===== src/core/rnbs_map.vh =====
// Constants for the radio network bid scheduler: modes, ranges, timing.
// Assumes inclusion by bare name from the core modules; definitions only.
`ifndef RNBS_MAP_VH
`define RNBS_MAP_VH
// ----------------------------------------------------------------
// Driver modes
// ----------------------------------------------------------------
`define RNBS_DRV_ALWAYS 2'h0
`define RNBS_DRV_FOUR 2'h1
`define RNBS_DRV_HALF 2'h2
`define RNBS_DRV_TWO 2'h3
`define RNBS_OPT_BIT_A 7
`define RNBS_OPT_BIT_B 8
// ----------------------------------------------------------------
// Bid address ranges
// ----------------------------------------------------------------
`define RNBS_BID_ZERO 16'h0000
`define RNBS_BID_100 16'h0064
`define RNBS_BID_200 16'h00C8
`define RNBS_BID_300 16'h012C
`define RNBS_BID_400 16'h0190
// ----------------------------------------------------------------
// Timing
// ----------------------------------------------------------------
`define RNBS_CLK_HZ 25000000
`define RNBS_TICK_MS 10
`define RNBS_TICK_CYC ((`RNBS_CLK_HZ / 1000) * `RNBS_TICK_MS)
`define RNBS_TICK_W 18
`define RNBS_CNT_ZERO 16'h0000
`define RNBS_CNT_ONE 16'h0001
`endif


===== src/core/rnbs_tick_timer.v =====
// Loadable down-counter of 10 ms ticks for the bid scheduler.
// Assumes a shared one-cycle tick strobe from the parent.
`timescale 1ns/1ps
`include "rnbs_map.vh"
module rnbs_tick_timer
(
  // Clock and reset
  input wire sys_clk_in,
  input wire rst_in,
  // Control
  input wire load_in,
  input wire [15:0] value_in,
  input wire tick_in,
  // Status
  output reg done_out
);
  reg [15:0] cnt_r; // Ticks left
  reg run_r; // Timer running
  // ----------------------------------------------------------------
  // Countdown; a value of zero finishes on the next clock
  // Done stays up from expiry until the next load, so a late
  // clear-to-send is not lost; the parent masks it while a load waits
  // ----------------------------------------------------------------
  always @(posedge sys_clk_in or posedge rst_in)
  begin
    if (rst_in)
    begin
      cnt_r <= `RNBS_CNT_ZERO;
      run_r <= 1'b0;
      done_out <= 1'b0;
    end
    else
    begin
      if (load_in)
      begin
        // Restart wins over an expiry in the same cycle
        cnt_r <= value_in;
        run_r <= 1'b1;
        done_out <= 1'b0;
      end
      else if (run_r && cnt_r == `RNBS_CNT_ZERO)
      begin
        run_r <= 1'b0;
        done_out <= 1'b1;
      end
      else if (run_r && tick_in)
      begin
        cnt_r <= cnt_r - `RNBS_CNT_ONE;
      end
    end
  end
endmodule


===== src/core/rnbs_core.v =====
// Radio network port scheduler: bids, retries, handshake, line drivers.
// Assumes synchronous inputs and a message queue that holds one request
// high until it sees a done or error pulse.
`timescale 1ns/1ps
`include "rnbs_map.vh"
module rnbs_core
(
  // Clock and reset
  input wire sys_clk_in,
  input wire rst_in,
  // Configuration
  input wire [1:0] radio_net_port_mode_in,
  input wire [7:0] net_identifier_in,
  input wire master_in,
  input wire [15:0] cts_time_in,
  input wire [15:0] resp_time_in,
  input wire [15:0] bid_interval_in,
  input wire [15:0] retries_in,
  input wire [15:0] pause_time_in,
  input wire [15:0] msg_count_in,
  input wire [15:0] bid_addr_in,
  input wire bid_start_in,
  // Modem handshake
  input wire cts_in,
  // Received frames
  input wire rx_frame_in,
  input wire [7:0] rx_net_id_in,
  // Message queue
  input wire msg_req_in,
  input wire tx_end_in,
  // Transmit side
  output reg rts_out,
  output reg tx_start_out,
  output reg tx_is_bid_out,
  output reg [6:0] tx_addr_out,
  // Queue answers
  output reg msg_done_out,
  output reg msg_err_out,
  output reg rx_accept_out,
  // Line driver
  output reg tx_drv_en_out,
  output reg rx_en_out,
  output reg [15:0] options_out,
  // Visible bid setting
  output reg [15:0] bid_addr_out,
  output reg busy_out
);
  // ----------------------------------------------------------------
  // States
  // ----------------------------------------------------------------
  localparam ST_IDLE = 3'h0; // Waiting for work
  localparam ST_CTS = 3'h1; // Clear-to-send wait
  localparam ST_SEND = 3'h2; // Frame on the air
  localparam ST_RESP = 3'h3; // Reply window
  localparam ST_GAP = 3'h4; // Bid interval
  localparam ST_PAUSE = 3'h5; // Transmitter rest
  reg [2:0] state_r;
  reg [2:0] state_nxt;
  reg [`RNBS_TICK_W-1:0] pre_r; // Tick prescaler
  reg tick_r; // One 10 ms strobe
  reg cur_bid_r; // Frame in flight is a bid
  reg [15:0] tries_r; // Retries used
  reg [15:0] sent_r; // Transmissions since last pause
  reg [15:0] start_r; // Starting bid setting
  reg [15:0] base_r; // Range base of active setting
  reg [6:0] addr_r; // Current bid address
  reg bid_act_r; // Automatic bidding active
  reg bid_due_r; // Next bid wanted
  reg replied_r; // Reply seen in window
  reg tmr_load_r;
  reg [15:0] tmr_val_r;
  wire tmr_done;
  wire [15:0] bid_off; // Setting minus its range base
  // ----------------------------------------------------------------
  // Range helpers
  // ----------------------------------------------------------------
  function [15:0] range_base;
    input [15:0] v;
    begin
      if (v >= `RNBS_BID_300 && v < `RNBS_BID_400)
        range_base = `RNBS_BID_300;
      else if (v >= `RNBS_BID_200)
        range_base = `RNBS_BID_200;
      else if (v >= `RNBS_BID_100)
        range_base = `RNBS_BID_100;
      else
        range_base = `RNBS_BID_ZERO;
    end
  endfunction
  function valid_bid;
    input [15:0] v;
    begin
      valid_bid = (v != `RNBS_BID_ZERO) && (v < `RNBS_BID_400);
    end
  endfunction
  assign bid_off = bid_addr_in - range_base(bid_addr_in);
  // ----------------------------------------------------------------
  // Shared timer
  // ----------------------------------------------------------------
  rnbs_tick_timer u_timer
  (
    .sys_clk_in(sys_clk_in),
    .rst_in(rst_in),
    .load_in(tmr_load_r),
    .value_in(tmr_val_r),
    .tick_in(tick_r),
    .done_out(tmr_done)
  );
  // ----------------------------------------------------------------
  // 10 ms tick from the system clock
  // ----------------------------------------------------------------
  always @(posedge sys_clk_in or posedge rst_in)
  begin
    if (rst_in)
    begin
      pre_r <= {`RNBS_TICK_W{1'b0}};
      tick_r <= 1'b0;
    end
    else if (pre_r == `RNBS_TICK_CYC - 1)
    begin
      // All timers share this tick
      pre_r <= {`RNBS_TICK_W{1'b0}};
      tick_r <= 1'b1;
    end
    else
    begin
      pre_r <= pre_r + 1'b1;
      tick_r <= 1'b0;
    end
  end
  // ----------------------------------------------------------------
  // Line driver enables, registered
  // ----------------------------------------------------------------
  always @(posedge sys_clk_in or posedge rst_in)
  begin
    if (rst_in)
    begin
      tx_drv_en_out <= 1'b1;
      rx_en_out <= 1'b1;
      options_out <= 16'h0000;
    end
    else
    begin
      options_out <= 16'h0000;
      case (radio_net_port_mode_in)
        `RNBS_DRV_ALWAYS:
        begin
          tx_drv_en_out <= 1'b1;
          rx_en_out <= 1'b1;
        end
        `RNBS_DRV_FOUR:
        begin
          tx_drv_en_out <= cts_in;
          rx_en_out <= 1'b1;
        end
        `RNBS_DRV_HALF:
        begin
          tx_drv_en_out <= 1'b1;
          rx_en_out <= (state_r != ST_SEND);
        end
        default:
        begin
          // Two-wire: driver floats unless clear-to-send
          tx_drv_en_out <= cts_in;
          rx_en_out <= ~cts_in;
          options_out[`RNBS_OPT_BIT_A] <= 1'b1;
          options_out[`RNBS_OPT_BIT_B] <= 1'b1;
        end
      endcase
    end
  end
  // ----------------------------------------------------------------
  // Next state
  // ----------------------------------------------------------------
  always @*
  begin
    state_nxt = state_r;
    case (state_r)
      ST_IDLE:
        if (msg_req_in || (master_in && bid_due_r))
          state_nxt = ST_CTS;
      ST_CTS:
        // Minimum wait elapsed and modem ready; a pending load masks done
        if (tmr_done && !tmr_load_r && cts_in)
          state_nxt = ST_SEND;
      ST_SEND:
        if (tx_end_in)
          state_nxt = ST_RESP;
      ST_RESP:
        // Bids hold the whole window; messages end on reply
        if ((tmr_done && !tmr_load_r) || (replied_r && !cur_bid_r))
          state_nxt = ST_GAP;
      ST_GAP:
        if (tmr_done && !tmr_load_r)
          state_nxt = ST_IDLE;
      ST_PAUSE:
        if (tmr_done && !tmr_load_r)
          state_nxt = ST_IDLE;
      default:
        state_nxt = ST_IDLE;
    endcase
  end
  // ----------------------------------------------------------------
  // Sequencer
  // ----------------------------------------------------------------
  always @(posedge sys_clk_in or posedge rst_in)
  begin
    if (rst_in)
    begin
      state_r <= ST_IDLE;
      cur_bid_r <= 1'b0;
      tries_r <= `RNBS_CNT_ZERO;
      sent_r <= `RNBS_CNT_ZERO;
      start_r <= `RNBS_BID_ZERO;
      base_r <= `RNBS_BID_ZERO;
      addr_r <= 7'h00;
      bid_act_r <= 1'b0;
      bid_due_r <= 1'b0;
      replied_r <= 1'b0;
      tmr_load_r <= 1'b0;
      tmr_val_r <= `RNBS_CNT_ZERO;
      rts_out <= 1'b0;
      tx_start_out <= 1'b0;
      tx_is_bid_out <= 1'b0;
      tx_addr_out <= 7'h00;
      msg_done_out <= 1'b0;
      msg_err_out <= 1'b0;
      rx_accept_out <= 1'b0;
      bid_addr_out <= `RNBS_BID_ZERO;
      busy_out <= 1'b0;
    end
    else
    begin
      state_r <= state_nxt;
      tmr_load_r <= 1'b0;
      tx_start_out <= 1'b0;
      msg_done_out <= 1'b0;
      msg_err_out <= 1'b0;
      // Only our own network is heard
      rx_accept_out <= rx_frame_in && (rx_net_id_in == net_identifier_in);
      busy_out <= (state_nxt != ST_IDLE);
      if (state_r == ST_RESP && rx_frame_in && rx_net_id_in == net_identifier_in)
        replied_r <= 1'b1;
      // Bid start latches the setting; visible value follows it
      if (bid_start_in && master_in && state_r == ST_IDLE)
      begin
        start_r <= bid_addr_in;
        base_r <= range_base(bid_addr_in);
        addr_r <= bid_off[6:0];
        bid_addr_out <= bid_addr_in;
        bid_act_r <= valid_bid(bid_addr_in);
        bid_due_r <= valid_bid(bid_addr_in);
      end
      case (state_r)
        ST_IDLE:
          if (state_nxt == ST_CTS)
          begin
            // Queued normal messages go ahead of bids
            cur_bid_r <= ~msg_req_in;
            tx_is_bid_out <= ~msg_req_in;
            tx_addr_out <= addr_r;
            rts_out <= 1'b1;
            tmr_val_r <= cts_time_in;
            tmr_load_r <= 1'b1;
          end
        ST_CTS:
          if (state_nxt == ST_SEND)
            tx_start_out <= 1'b1;
        ST_SEND:
          if (state_nxt == ST_RESP)
          begin
            rts_out <= 1'b0;
            replied_r <= 1'b0;
            tmr_val_r <= resp_time_in;
            tmr_load_r <= 1'b1;
            if (msg_count_in != `RNBS_CNT_ZERO)
              sent_r <= sent_r + `RNBS_CNT_ONE;
          end
        ST_RESP:
          if (state_nxt == ST_GAP)
          begin
            tmr_val_r <= master_in ? bid_interval_in : `RNBS_CNT_ZERO;
            tmr_load_r <= 1'b1;
            if (cur_bid_r)
            begin
              // Advance the bid pattern after its window
              bid_due_r <= 1'b0;
              if (base_r == `RNBS_BID_ZERO)
                bid_act_r <= 1'b0;
              else if (base_r == `RNBS_BID_200)
                bid_due_r <= 1'b1;
              else if (addr_r != 7'h00)
              begin
                addr_r <= addr_r - 7'h01;
                bid_due_r <= 1'b1;
                if (base_r == `RNBS_BID_100)
                  bid_addr_out <= bid_addr_out - `RNBS_CNT_ONE;
              end
              else if (base_r == `RNBS_BID_300)
              begin
                // Wrap; visible value never moved
                addr_r <= start_r[6:0] - base_r[6:0];
                bid_due_r <= 1'b1;
              end
              else
                bid_act_r <= 1'b0;
            end
            else if (replied_r)
            begin
              tries_r <= `RNBS_CNT_ZERO;
              msg_done_out <= 1'b1;
            end
            else if (!master_in || tries_r >= retries_in)
            begin
              // Slaves never retry
              tries_r <= `RNBS_CNT_ZERO;
              msg_err_out <= 1'b1;
            end
            else
              tries_r <= tries_r + `RNBS_CNT_ONE;
          end
        ST_GAP:
          if (tmr_done && !tmr_load_r && master_in && msg_count_in != `RNBS_CNT_ZERO
              && sent_r >= msg_count_in)
          begin
            // Rest the transmitter
            state_r <= ST_PAUSE;
            busy_out <= 1'b1;
            sent_r <= `RNBS_CNT_ZERO;
            tmr_val_r <= pause_time_in;
            tmr_load_r <= 1'b1;
          end
        default:
        begin
        end
      endcase
    end
  end
endmodule


===== config.mk =====
export PLATFORM = sky130hd
export DESIGN_NAME = rnbs_core
export DESIGN_NICKNAME = d
export VERILOG_FILES = /design/src/core/rnbs_tick_timer.v /design/src/core/rnbs_core.v
export VERILOG_INCLUDE_DIRS = /design/src /design/src/core
export SDC_FILE = /design/constraint.sdc
export NUM_CORES = 1
export LEC_CHECK = 0
export ABC_AREA = 1
export BUFFER_PORTS_ARGS = -buffer_cell sky130_fd_sc_hd__buf_2
export CORE_AREA = 2 2 194 215
export CTS_CLUSTER_SIZE = 25
export DETAILED_ROUTE_END_ITERATION = 12
export DIE_AREA = 0 0 196 217
export RECOVER_POWER = 25
export SLEW_MARGIN = 10
export SYNTH_ARGS = -nofsm -noshare
export SYNTH_HDL_FRONTEND = slang
export SYNTH_SLANG_ARGS = --single-unit
export TNS_END_PERCENT = 10

===== constraint.sdc =====
create_clock -name sys_clk_in -period 8.4 [get_ports sys_clk_in]
set_input_delay 1.26 -clock sys_clk_in [delete_from_list [all_inputs] [get_ports sys_clk_in]]
set_output_delay 1.26 -clock sys_clk_in [all_outputs]
set_load 0.05 [all_outputs]

==> results of run 1 <==
[sequential cells by signal (all words and copies together), names as in the netlist, 3 cells and up]
signal,cells
addr_r,7
base_r,5
start_r,7
sent_r,16
tx_addr_out,7
pre_r,18
bid_addr_out,16
state_r,3
u_timer.cnt_r,16
tmr_val_r,16
tries_r,16
[power by group]
part	total [W]	internal, W	leakage (nW)	switching, W
clock network	0.000893	0.000572	0.331	0.000321
logic	0.00143	0.000470	3.82	0.000958
registers	0.00114	0.000912	1.75	0.000231
[worst paths after layout]
| check | startpoint | endpoint | slack (ns) |
|---|---|---|---|
| setup / recovery | rst_in | sent_r[3] | 4.49 |
| hold / removal | tx_addr_out[2] | tx_addr_out[2] | 0.48 |
| setup reg to reg | state_r[0] | tmr_val_r[14] | 5.13 |
| hold reg to reg | tx_addr_out[2] | tx_addr_out[2] | 0.48 |
| max in group sys_clk_in | bid_addr_in[11] | addr_r[6] | 5.00 |
| min in group asynchronous | rst_in | busy_out | 1.88 |
[logic make-up (layout without fill, tap and decap cells)]
group	after synthesis	after routing	share of synthesized area
buffers and inverters	219	382	0.0962
other	1	17	0.000392
adders and majority gates	46	46	0.0618
and+or+nand+nor	706	706	0.318
AOI/OAI and AO/OA	162	162	0.0952
DFF	143	143	0.375
muxes	2	2	0.00210
xor gates and xnor gates	56	56	0.0513
[critical path, stage by stage]
cell	delay [ns]
clkbuf_1	0.10
clkinvlp_2	1.96
buf_4	0.96
[layout by cell type (no fill, tap or decap), drive strengths merged, types with 3 or more instances in the layout]
cell type and instances:
nand2 392, nand3b 3, o22ai 10, diode 3, nor4 9, xor2 44
o21bai 5, inv 178, o21ai 89, clkinv 4, clkbuf 21, a31oi 6
nand4 37, conb 14, nand3 98, or2 9, ha 44, a21oi 32
clkinvlp 3, xnor2 12, nor3 30, buf 170, dfrtp 141, o211ai 13
bufinv 6, nor2 127
[cell type report]
| cell class | count | area [sq um] | area share |
|---|---|---|---|
| antenna | 3 | 7.51 | 0.000649 |
| multi-input combinational | 986 | 5100 | 0.441 |
| timing repair buffer | 173 | 867 | 0.0750 |
| tap | 520 | 651 | 0.0563 |
| inverter | 177 | 666 | 0.0576 |
| clock inverter | 14 | 250 | 0.0216 |
| clock buffer | 18 | 439 | 0.0380 |
| sequential | 143 | 3580 | 0.310 |
[per-stage QoR]
step	cells	power, W	setup WS, ns
finish	2034	0.00346	4.49
global route	2031	0.00375	3.64
CTS	2031	0.00351	5.02
detailed placement	1999	0.00258	4.56
global placement	1999	0.00255	4.68
floorplan	1348	0.00221	3.31
[per-layer routing]
layer	vias up	global-route usage	routed length, microns
li1	4613	-	-
met1	4195	0.157	11700
met2	243	0.212	12300
met3	31	0.0287	1560
met4	0	0.0389	455
met5	-	0	0
==> out/metrics.yaml, run 1 <==
status: "finished, violations left"
violations: "capacitance limit, slew limit"
vias: 9082
synth.largest_area_cell: "dfrtp_1"
period_needed_ns: 3.91
cts_tree: "built"
syn_area_per_cell_sq_um: 7.16
area.growth.synth_to_final_pct: 21.0
p_leak_nw: 5.89
drv_slew: 79
htree_levels: 4
tightest_slew_ns: 3.50
finalWeightedCongestion: 0.885
yosysWarnings: 0
skew_ns: 0.00993
clkTransAtPathRegs_ns: 0.06
grt_max_degree: 79
yosysTopAreaCellShare: 0.369
ys_seq_elements: 143
post_cts_buffers: 0
grt-ovfl-total: 0
end_kind: "async pin"
pin_count: 186
cts_max_path_buffers: 2
die_area_sq_um: 42500
crit_required_ns: 8.83
n_fill_cell: 4393
min_period_over_period: 0.466
fmax_mhz: 256
layout-drive-gt1-share: 0.158
grt_pass1_wl_mm: 43.0
synth.area.top_cells: "dfrtp_1 (37%), nand2_1 (15%), inv_1 (6.6%)"
hold_depth: 2
syn_area_sq_um: 9560
synth_cells: 1335
rows: 78
clock-sinks: 143
grt_pass1_vias: 8808
async_flop_share: 1.00
pwr_density_cell_nw_per_um2: 299
cts_buffers: 17
grt_antenna_before_repair: 3
viasPerCell: 4.47
ys_seq_area_frac: 0.375
fp.dieH_microns: 217
worst_hold_slack_ns: 0.476
final.setup.tns_ns: 0
holdBufCountCts: 0
root_buffer: "clkbuf_16"
clkLatencyLatePin_ns: 0.42
track_usage: 0.125
core_area_sq_um: 40600
wl_per_cell_microns: 12.8
drtPass1Iterations: 7
final_area_sq_um: 11600
yosysMostFrequentCell: "nand2_1"
critPathLaunchType: "primary input"
ys.flop_type: "dfrtp_1"
fin_nets: 1682
hold_viol: 0
drt_iter0_drc: 446
relSlewSlack: -1.35
cts_resized: 0
wl_mm: 26.0
start_util: 0.235
fin_util: 0.285
vdd_ir_drop_max_mv: 0.208
crit_fanout: 78
rsz0062_at_grt: "no"
setup_violations: 0
netlist_top_cells_count: "nand2_1 (382), inv_1 (168), dfrtp_1 (141)"
drc_errors: 0
drtAntennaViolNets: 0
hpwl_mm: 20.1
cap_violations: 1
critical_path_class: "in -> async"
reg2reg_depth: 7
synthDistinctLibCells: 44
cp.arrival_ns: 4.34
port_buffers: 171
die_w_microns: 196
synth_edf_count: 0
dpl-instance-area_sq_um: 10900
min_path_type: "reg -> reg"
Power figures use the tool's default switching activity.
==> run 2: changes to the inputs <==
- clock period: 8.4 -> 4 ns (I/O delays scaled with it)
==> run 2 against run 1 <==
Against the previous run: the run still ends with capacitance limit, slew limit left; die area unchanged; combinational power up 110%; worst hold slack worse by 0.10 ns; setup slack worse by 3.2 ns; total power up 99%; count of clock-buffer cells in the layout up 2; largest cell class unchanged; sequential power up 110%; first-iteration DRC count up 13%; global-route usage about the same; flip-flop and latch count unchanged; clock power up 67%; sequential share of layout area up 0.30 points.
==> out/metrics.yaml, run 2 (same netlist as run 1, synthesis figures left out) <==
status: "finished, violations left"
violations: "capacitance limit, slew limit"
vias: 9086
end_kind: "flop"
min_period_over_period: 0.679
worst_hold_slack_ns: 0.373
crit_fanout: 4
clkLatencyLatePin_ns: 0.43
final.setup.tns_ns: 0
setup_violations: 0
grt-ovfl-total: 0
skew_ns: 0.00672
rsz0062_at_grt: "no"
seqCellArea_sq_um: 3580
crit_top_cell: "nand2_1"
min_path_type: "in -> reg"
root_buffer: "clkbuf_16"
vdd_ir_drop_max_mv: 0.525
fp.dieH_microns: 217
track_usage: 0.125
drtPass1Iterations: 5
holdBufCountCts: 0
routed.top_layer: "met4"
hold_viol: 0
core_area_sq_um: 40600
met1_length_mm: 11.8
largest_register: "pre_r"
final_common_cell: "nand2_1"
finalWeightedCongestion: 0.872
hpwl_mm: 20.5
drt_iter0_drc: 506
pin_count: 186
port_buffers: 171
n_fill_cell: 4402
fin_nets: 1686
critPathLaunchType: "primary input"
layout_common_cells: "nand2_1 (382), buf_2 (168), inv_1 (167), dfrtp_1 (141), nor2_1 (122)"
viasPerCell: 4.46
cts_tree: "built"
clkTransAtPathRegs_ns: 0.06
period_needed_ns: 2.72
area.growth.synth_to_final_pct: 19.9
cap_violations: 1
wl_mm: 26.2
drv_slew: 37
clock-sinks: 143
dpl-instance-area_sq_um: 10900
cts_buffers: 17
drtAntennaViolNets: 0
fmax_mhz: 368
rows: 78
die_area_sq_um: 42500
wl_per_cell_microns: 12.8
drc_errors: 0
cp_slowest_cell: "fa_1"
die_w_microns: 196
layout-drive-gt1-share: 0.157
critical_path_class: "in -> reg"
wl_met2_mm: 12.4
pwr_density_cell_nw_per_um2: 602
p_leak_nw: 5.83
grt_pass1_vias: 8683
crit_required_ns: 4.32
path_cells: "buf_2, nor2_1, nand3_1, nor2_1, nand2_1, o21ai_0, ha_1, inv_1, fa_1, nor2_1, o21bai_1, xor2_1, nand3_1, nand2_1, nand2_1, nand3_1, nand2_1"
start_util: 0.235
grt_antenna_before_repair: 3
cts_max_path_buffers: 2
multi_input_area_sq_um: 5100
max_stage_delay_ns: 0.39
tightest_slew_ns: 1.79
post_cts_buffers: 0
grt_pass1_wl_mm: 42.9
grt_max_degree: 72
cts_resized: 0
final_area_sq_um: 11500
largest_reg_flops: 18
cp.arrival_ns: 3.03
htree_levels: 4
routed-wl-met3_mm: 1.62
relSlewSlack: -0.200
==> run 2: metrics by stage <==
stage	power, W	setup slack [ns]	utilization	std cells
after CTS	0.00697	1.30	0.282	2033
final	0.00690	1.28	0.282	2036
after global placement	0.00537	0.951	0.269	2003
after floorplan	0.00463	1.34	-	1348
after global routing	0.00749	0.967	0.282	2033
after detailed placement	0.00544	0.843	0.269	2003
==> run 2: routing by layer <==
layer  up-vias  GRT usage
li1       4625          -
met1      4189      0.157
met2       250      0.214
met3        22     0.0273
met4         0     0.0371
met5         -          0
==> run 2: power by group <==
part           internal [W]  switching (W)  total (W)
registers           0.00191       0.000493    0.00241
clock network      0.000862       0.000627    0.00149
logic              0.000990        0.00201    0.00300
==> run 2: area by class of cell <==
cell class	instances	share of cell area
Multi-Input combinational cell	986	0.446
Sequential cell	143	0.313
Timing Repair Buffer	177	0.0791
Inverter	177	0.0581
Tap cell	520	0.0568
Clock buffer	20	0.0390
Clock inverter	10	0.00798
Antenna cell	3	0.000656
==> run 2: final timing paths <==
| check | from | endpoint | slack (ns) | depth (start not counted) |
|---|---|---|---|---|
| min in group asynchronous | rst_in | tx_addr_out[1] | 0.64 | 2 |
| worst max register to register | state_r[1] | sent_r[5] | 1.29 | 7 |
| worst max-delay path | bid_addr_in[11] | addr_r[6] | 1.28 | 17 |
| max in group asynchronous | rst_in | sent_r[3] | 2.25 | 3 |
| worst min register to register | tx_addr_out[2] | tx_addr_out[2] | 0.48 | 2 |
| worst min-delay path | radio_net_port_mode_in[1] | rx_en_out | 0.37 | 2 |
==> run 2: worst max-delay path, delay by kind of cell <==
family                   cells  cell delay, ns
adder cells (fa/ha/maj)      2            0.60
XOR/XNOR                     1            0.18
AO/OA/AOI/OAI                2            0.45
AND/OR/NAND/NOR             10            1.04
buffers and inverters        2            0.16
==> run 3: changes to the inputs <==
- clock period: 4 -> 2.7 ns (I/O delays scaled with it)
==> run 3 against run 2 <==
Against the previous run: the run now ends clean; setup slack got worse by 0.89 ns; largest power group unchanged; count of clock-buffer cells in the layout decreased by 1; design area increased by 1.9%; clock skew increased by 0.0085 ns; worst hold slack got worse by 0.19 ns; first-iteration DRC count decreased by 19%; global-route usage increased by 0.35 points; non-clock buffer count increased by 23; critical endpoint unchanged; core utilization increased by 0.52 points; total power increased by 53%; cell count increased by 1.2%.
==> out/metrics.yaml, run 3 (same netlist as run 1, synthesis figures left out) <==
grt-ovfl-total: 0
layout_common_cells: "nand2_1 (382), buf_2 (169), inv_1 (168), dfrtp_1 (141), nor2_1 (123)"
clkPwrFrac: 0.232
cp.arrival_ns: 2.62
final_area_sq_um: 11700
drc_errors: 0
grt_antenna_before_repair: 3
fmax_mhz: 434
cap_violations: 0
final_common_cell: "nand2_1"
wl_per_cell_microns: 12.9
grt_pass1_wl_mm: 44.4
min_period_over_period: 0.853
cts_resized: 0
place_worst_setup_slack_ns: -0.0807
critPathLaunch: "bid_addr_in[11]"
core_area_sq_um: 40600
grtUsageMet2: 0.223
die_area_sq_um: 42500
grt_busiest_layer: "met2"
hold_depth: 2
rows: 78
hold_start: "radio_net_port_mode_in[1]"
track_usage: 0.128
drt_iter0_drc: 411
p_leak_nw: 5.98
crit_required_ns: 3.02
viasPerCell: 4.46
layout-drive-gt1-share: 0.169
skew_ns: 0.0153
hpwl_mm: 20.5
p_sw_frac: 0.446
end_kind: "flop"
rsz0062_at_grt: "no"
fin_nets: 1709
critical_path_class: "in -> reg"
tightest_slew_ns: 1.27
setup_violations: 0
crit_fanout: 2
dpl-instance-area_sq_um: 11100
htree_levels: 4
critPathLaunchType: "primary input"
reg2reg_depth: 9
largest_register: "pre_r"
fp.dieH_microns: 217
intPower_w: 0.00585
place_inst: 2025
min_path_type: "in -> reg"
seqPwrFrac: 0.331
timing.rr.end: "bid_addr_out[2]"
vdd_ir_drop_max_mv: 0.608
clkLatencyLatePin_ns: 0.43
rrSetupSlack_ns: 0.42
cts_max_path_buffers: 2
status: "complete, no violations"
hold_viol: 0
post_cts_buffers: 0
drv_slew: 0
layout.cells.non_filler: 2060
start_util: 0.235
holdPathEnd: "rx_en_out"
port_buffers: 171
combPwrFrac: 0.437
relSlewSlack: 0.152
grt_pass1_vias: 9092
grt_max_degree: 89
drtPass1Iterations: 5
clkTransAtPathRegs_ns: 0.06
die_w_microns: 196
p_switching_w: 0.00471
root_buffer: "clkbuf_16"
area.growth.synth_to_final_pct: 22.1
vias: 9188
wl_mm: 26.7
largest_reg_flops: 18
drtAntennaViolNets: 0
grtUsageMet1: 0.161
finalWeightedCongestion: 0.865
pin_count: 186
cts_buffers: 17
period_needed_ns: 2.30
fin_ws_ns: 0.398
cts_tree: "built"
pwr_density_cell_nw_per_um2: 905
clock-sinks: 143
r2r_start: "state_r[0]"
use_met3: 0.0279
[run 3: metal layers]
metal | wire [microns] | share of wire
met5 | 0 | 0
met4 | 347 | 0.013
met3 | 1550 | 0.058
met2 | 12700 | 0.48
met1 | 12100 | 0.45
[run 3: power by group through the flow]
stage / combinational, W / clock [W] / sequential, W
floorplan: 0.00286 / 0 / 0.00400
global placement: 0.00453 / 0 / 0.00350
detailed placement: 0.00465 / 0 / 0.00352
CTS: 0.00467 / 0.00253 / 0.00350
global route: 0.00525 / 0.00263 / 0.00361
finish: 0.00461 / 0.00245 / 0.00350
[run 3: timing repair]
| action | in CTS | in global routing |
|---|---|---|
| hold buffers | 1 | 0 |
| endpoints found under the hold margin | 10 | 0 |
| setup endpoints to repair | 0 | 0 |
[run 3: area by class of cell]
| type | count | area [sq um] |
|---|---|---|
| fillers | 4401 | 28900 |
| multi-input cells | 986 | 5090 |
| flip-flops and latches | 143 | 3580 |
| repair buffers | 200 | 1070 |
| inverters | 177 | 666 |
| well taps | 520 | 651 |
| clock buffers | 19 | 443 |
| clock inverters | 13 | 163 |
| diodes | 2 | 5.00 |
[run 3: worst max path at each step]
stage / end / depth (start not counted)
2_1_floorplan: addr_r[6] / 16
3_3_place_gp: addr_r[6] / 17
3_5_place_dp: addr_r[6] / 17
4_1_cts: addr_r[6] / 17
5_1_grt: addr_r[6] / 17
6_report: addr_r[6] / 17
[run 3: critical path, stage by stage]
cell and delay (ns):
buf_2 0.10, nor2_1 0.17, nand3_1 0.09, nor2_1 0.15, nand2_1 0.09, o21ai_0 0.24
ha_1 0.19, inv_1 0.06, fa_1 0.38, nor2_1 0.15, o21bai_1 0.09, xor2_1 0.17
nand3_1 0.10, nand2_1 0.07, nand2_1 0.04, nand3_1 0.07, nand2_1 0.05
[run 3: per-stage QoR]
stage	hold WS, ns	setup TNS (ns)	power, W	utilization
floorplan	0.455	0	0.00686	-
detailed placement	0.385	-0.0807	0.00816	0.273
global route	0.155	0	0.0115	0.287
finish	0.180	0	0.0106	0.287
global placement	0.389	-0.00684	0.00804	0.273
CTS	0.140	0	0.0107	0.288
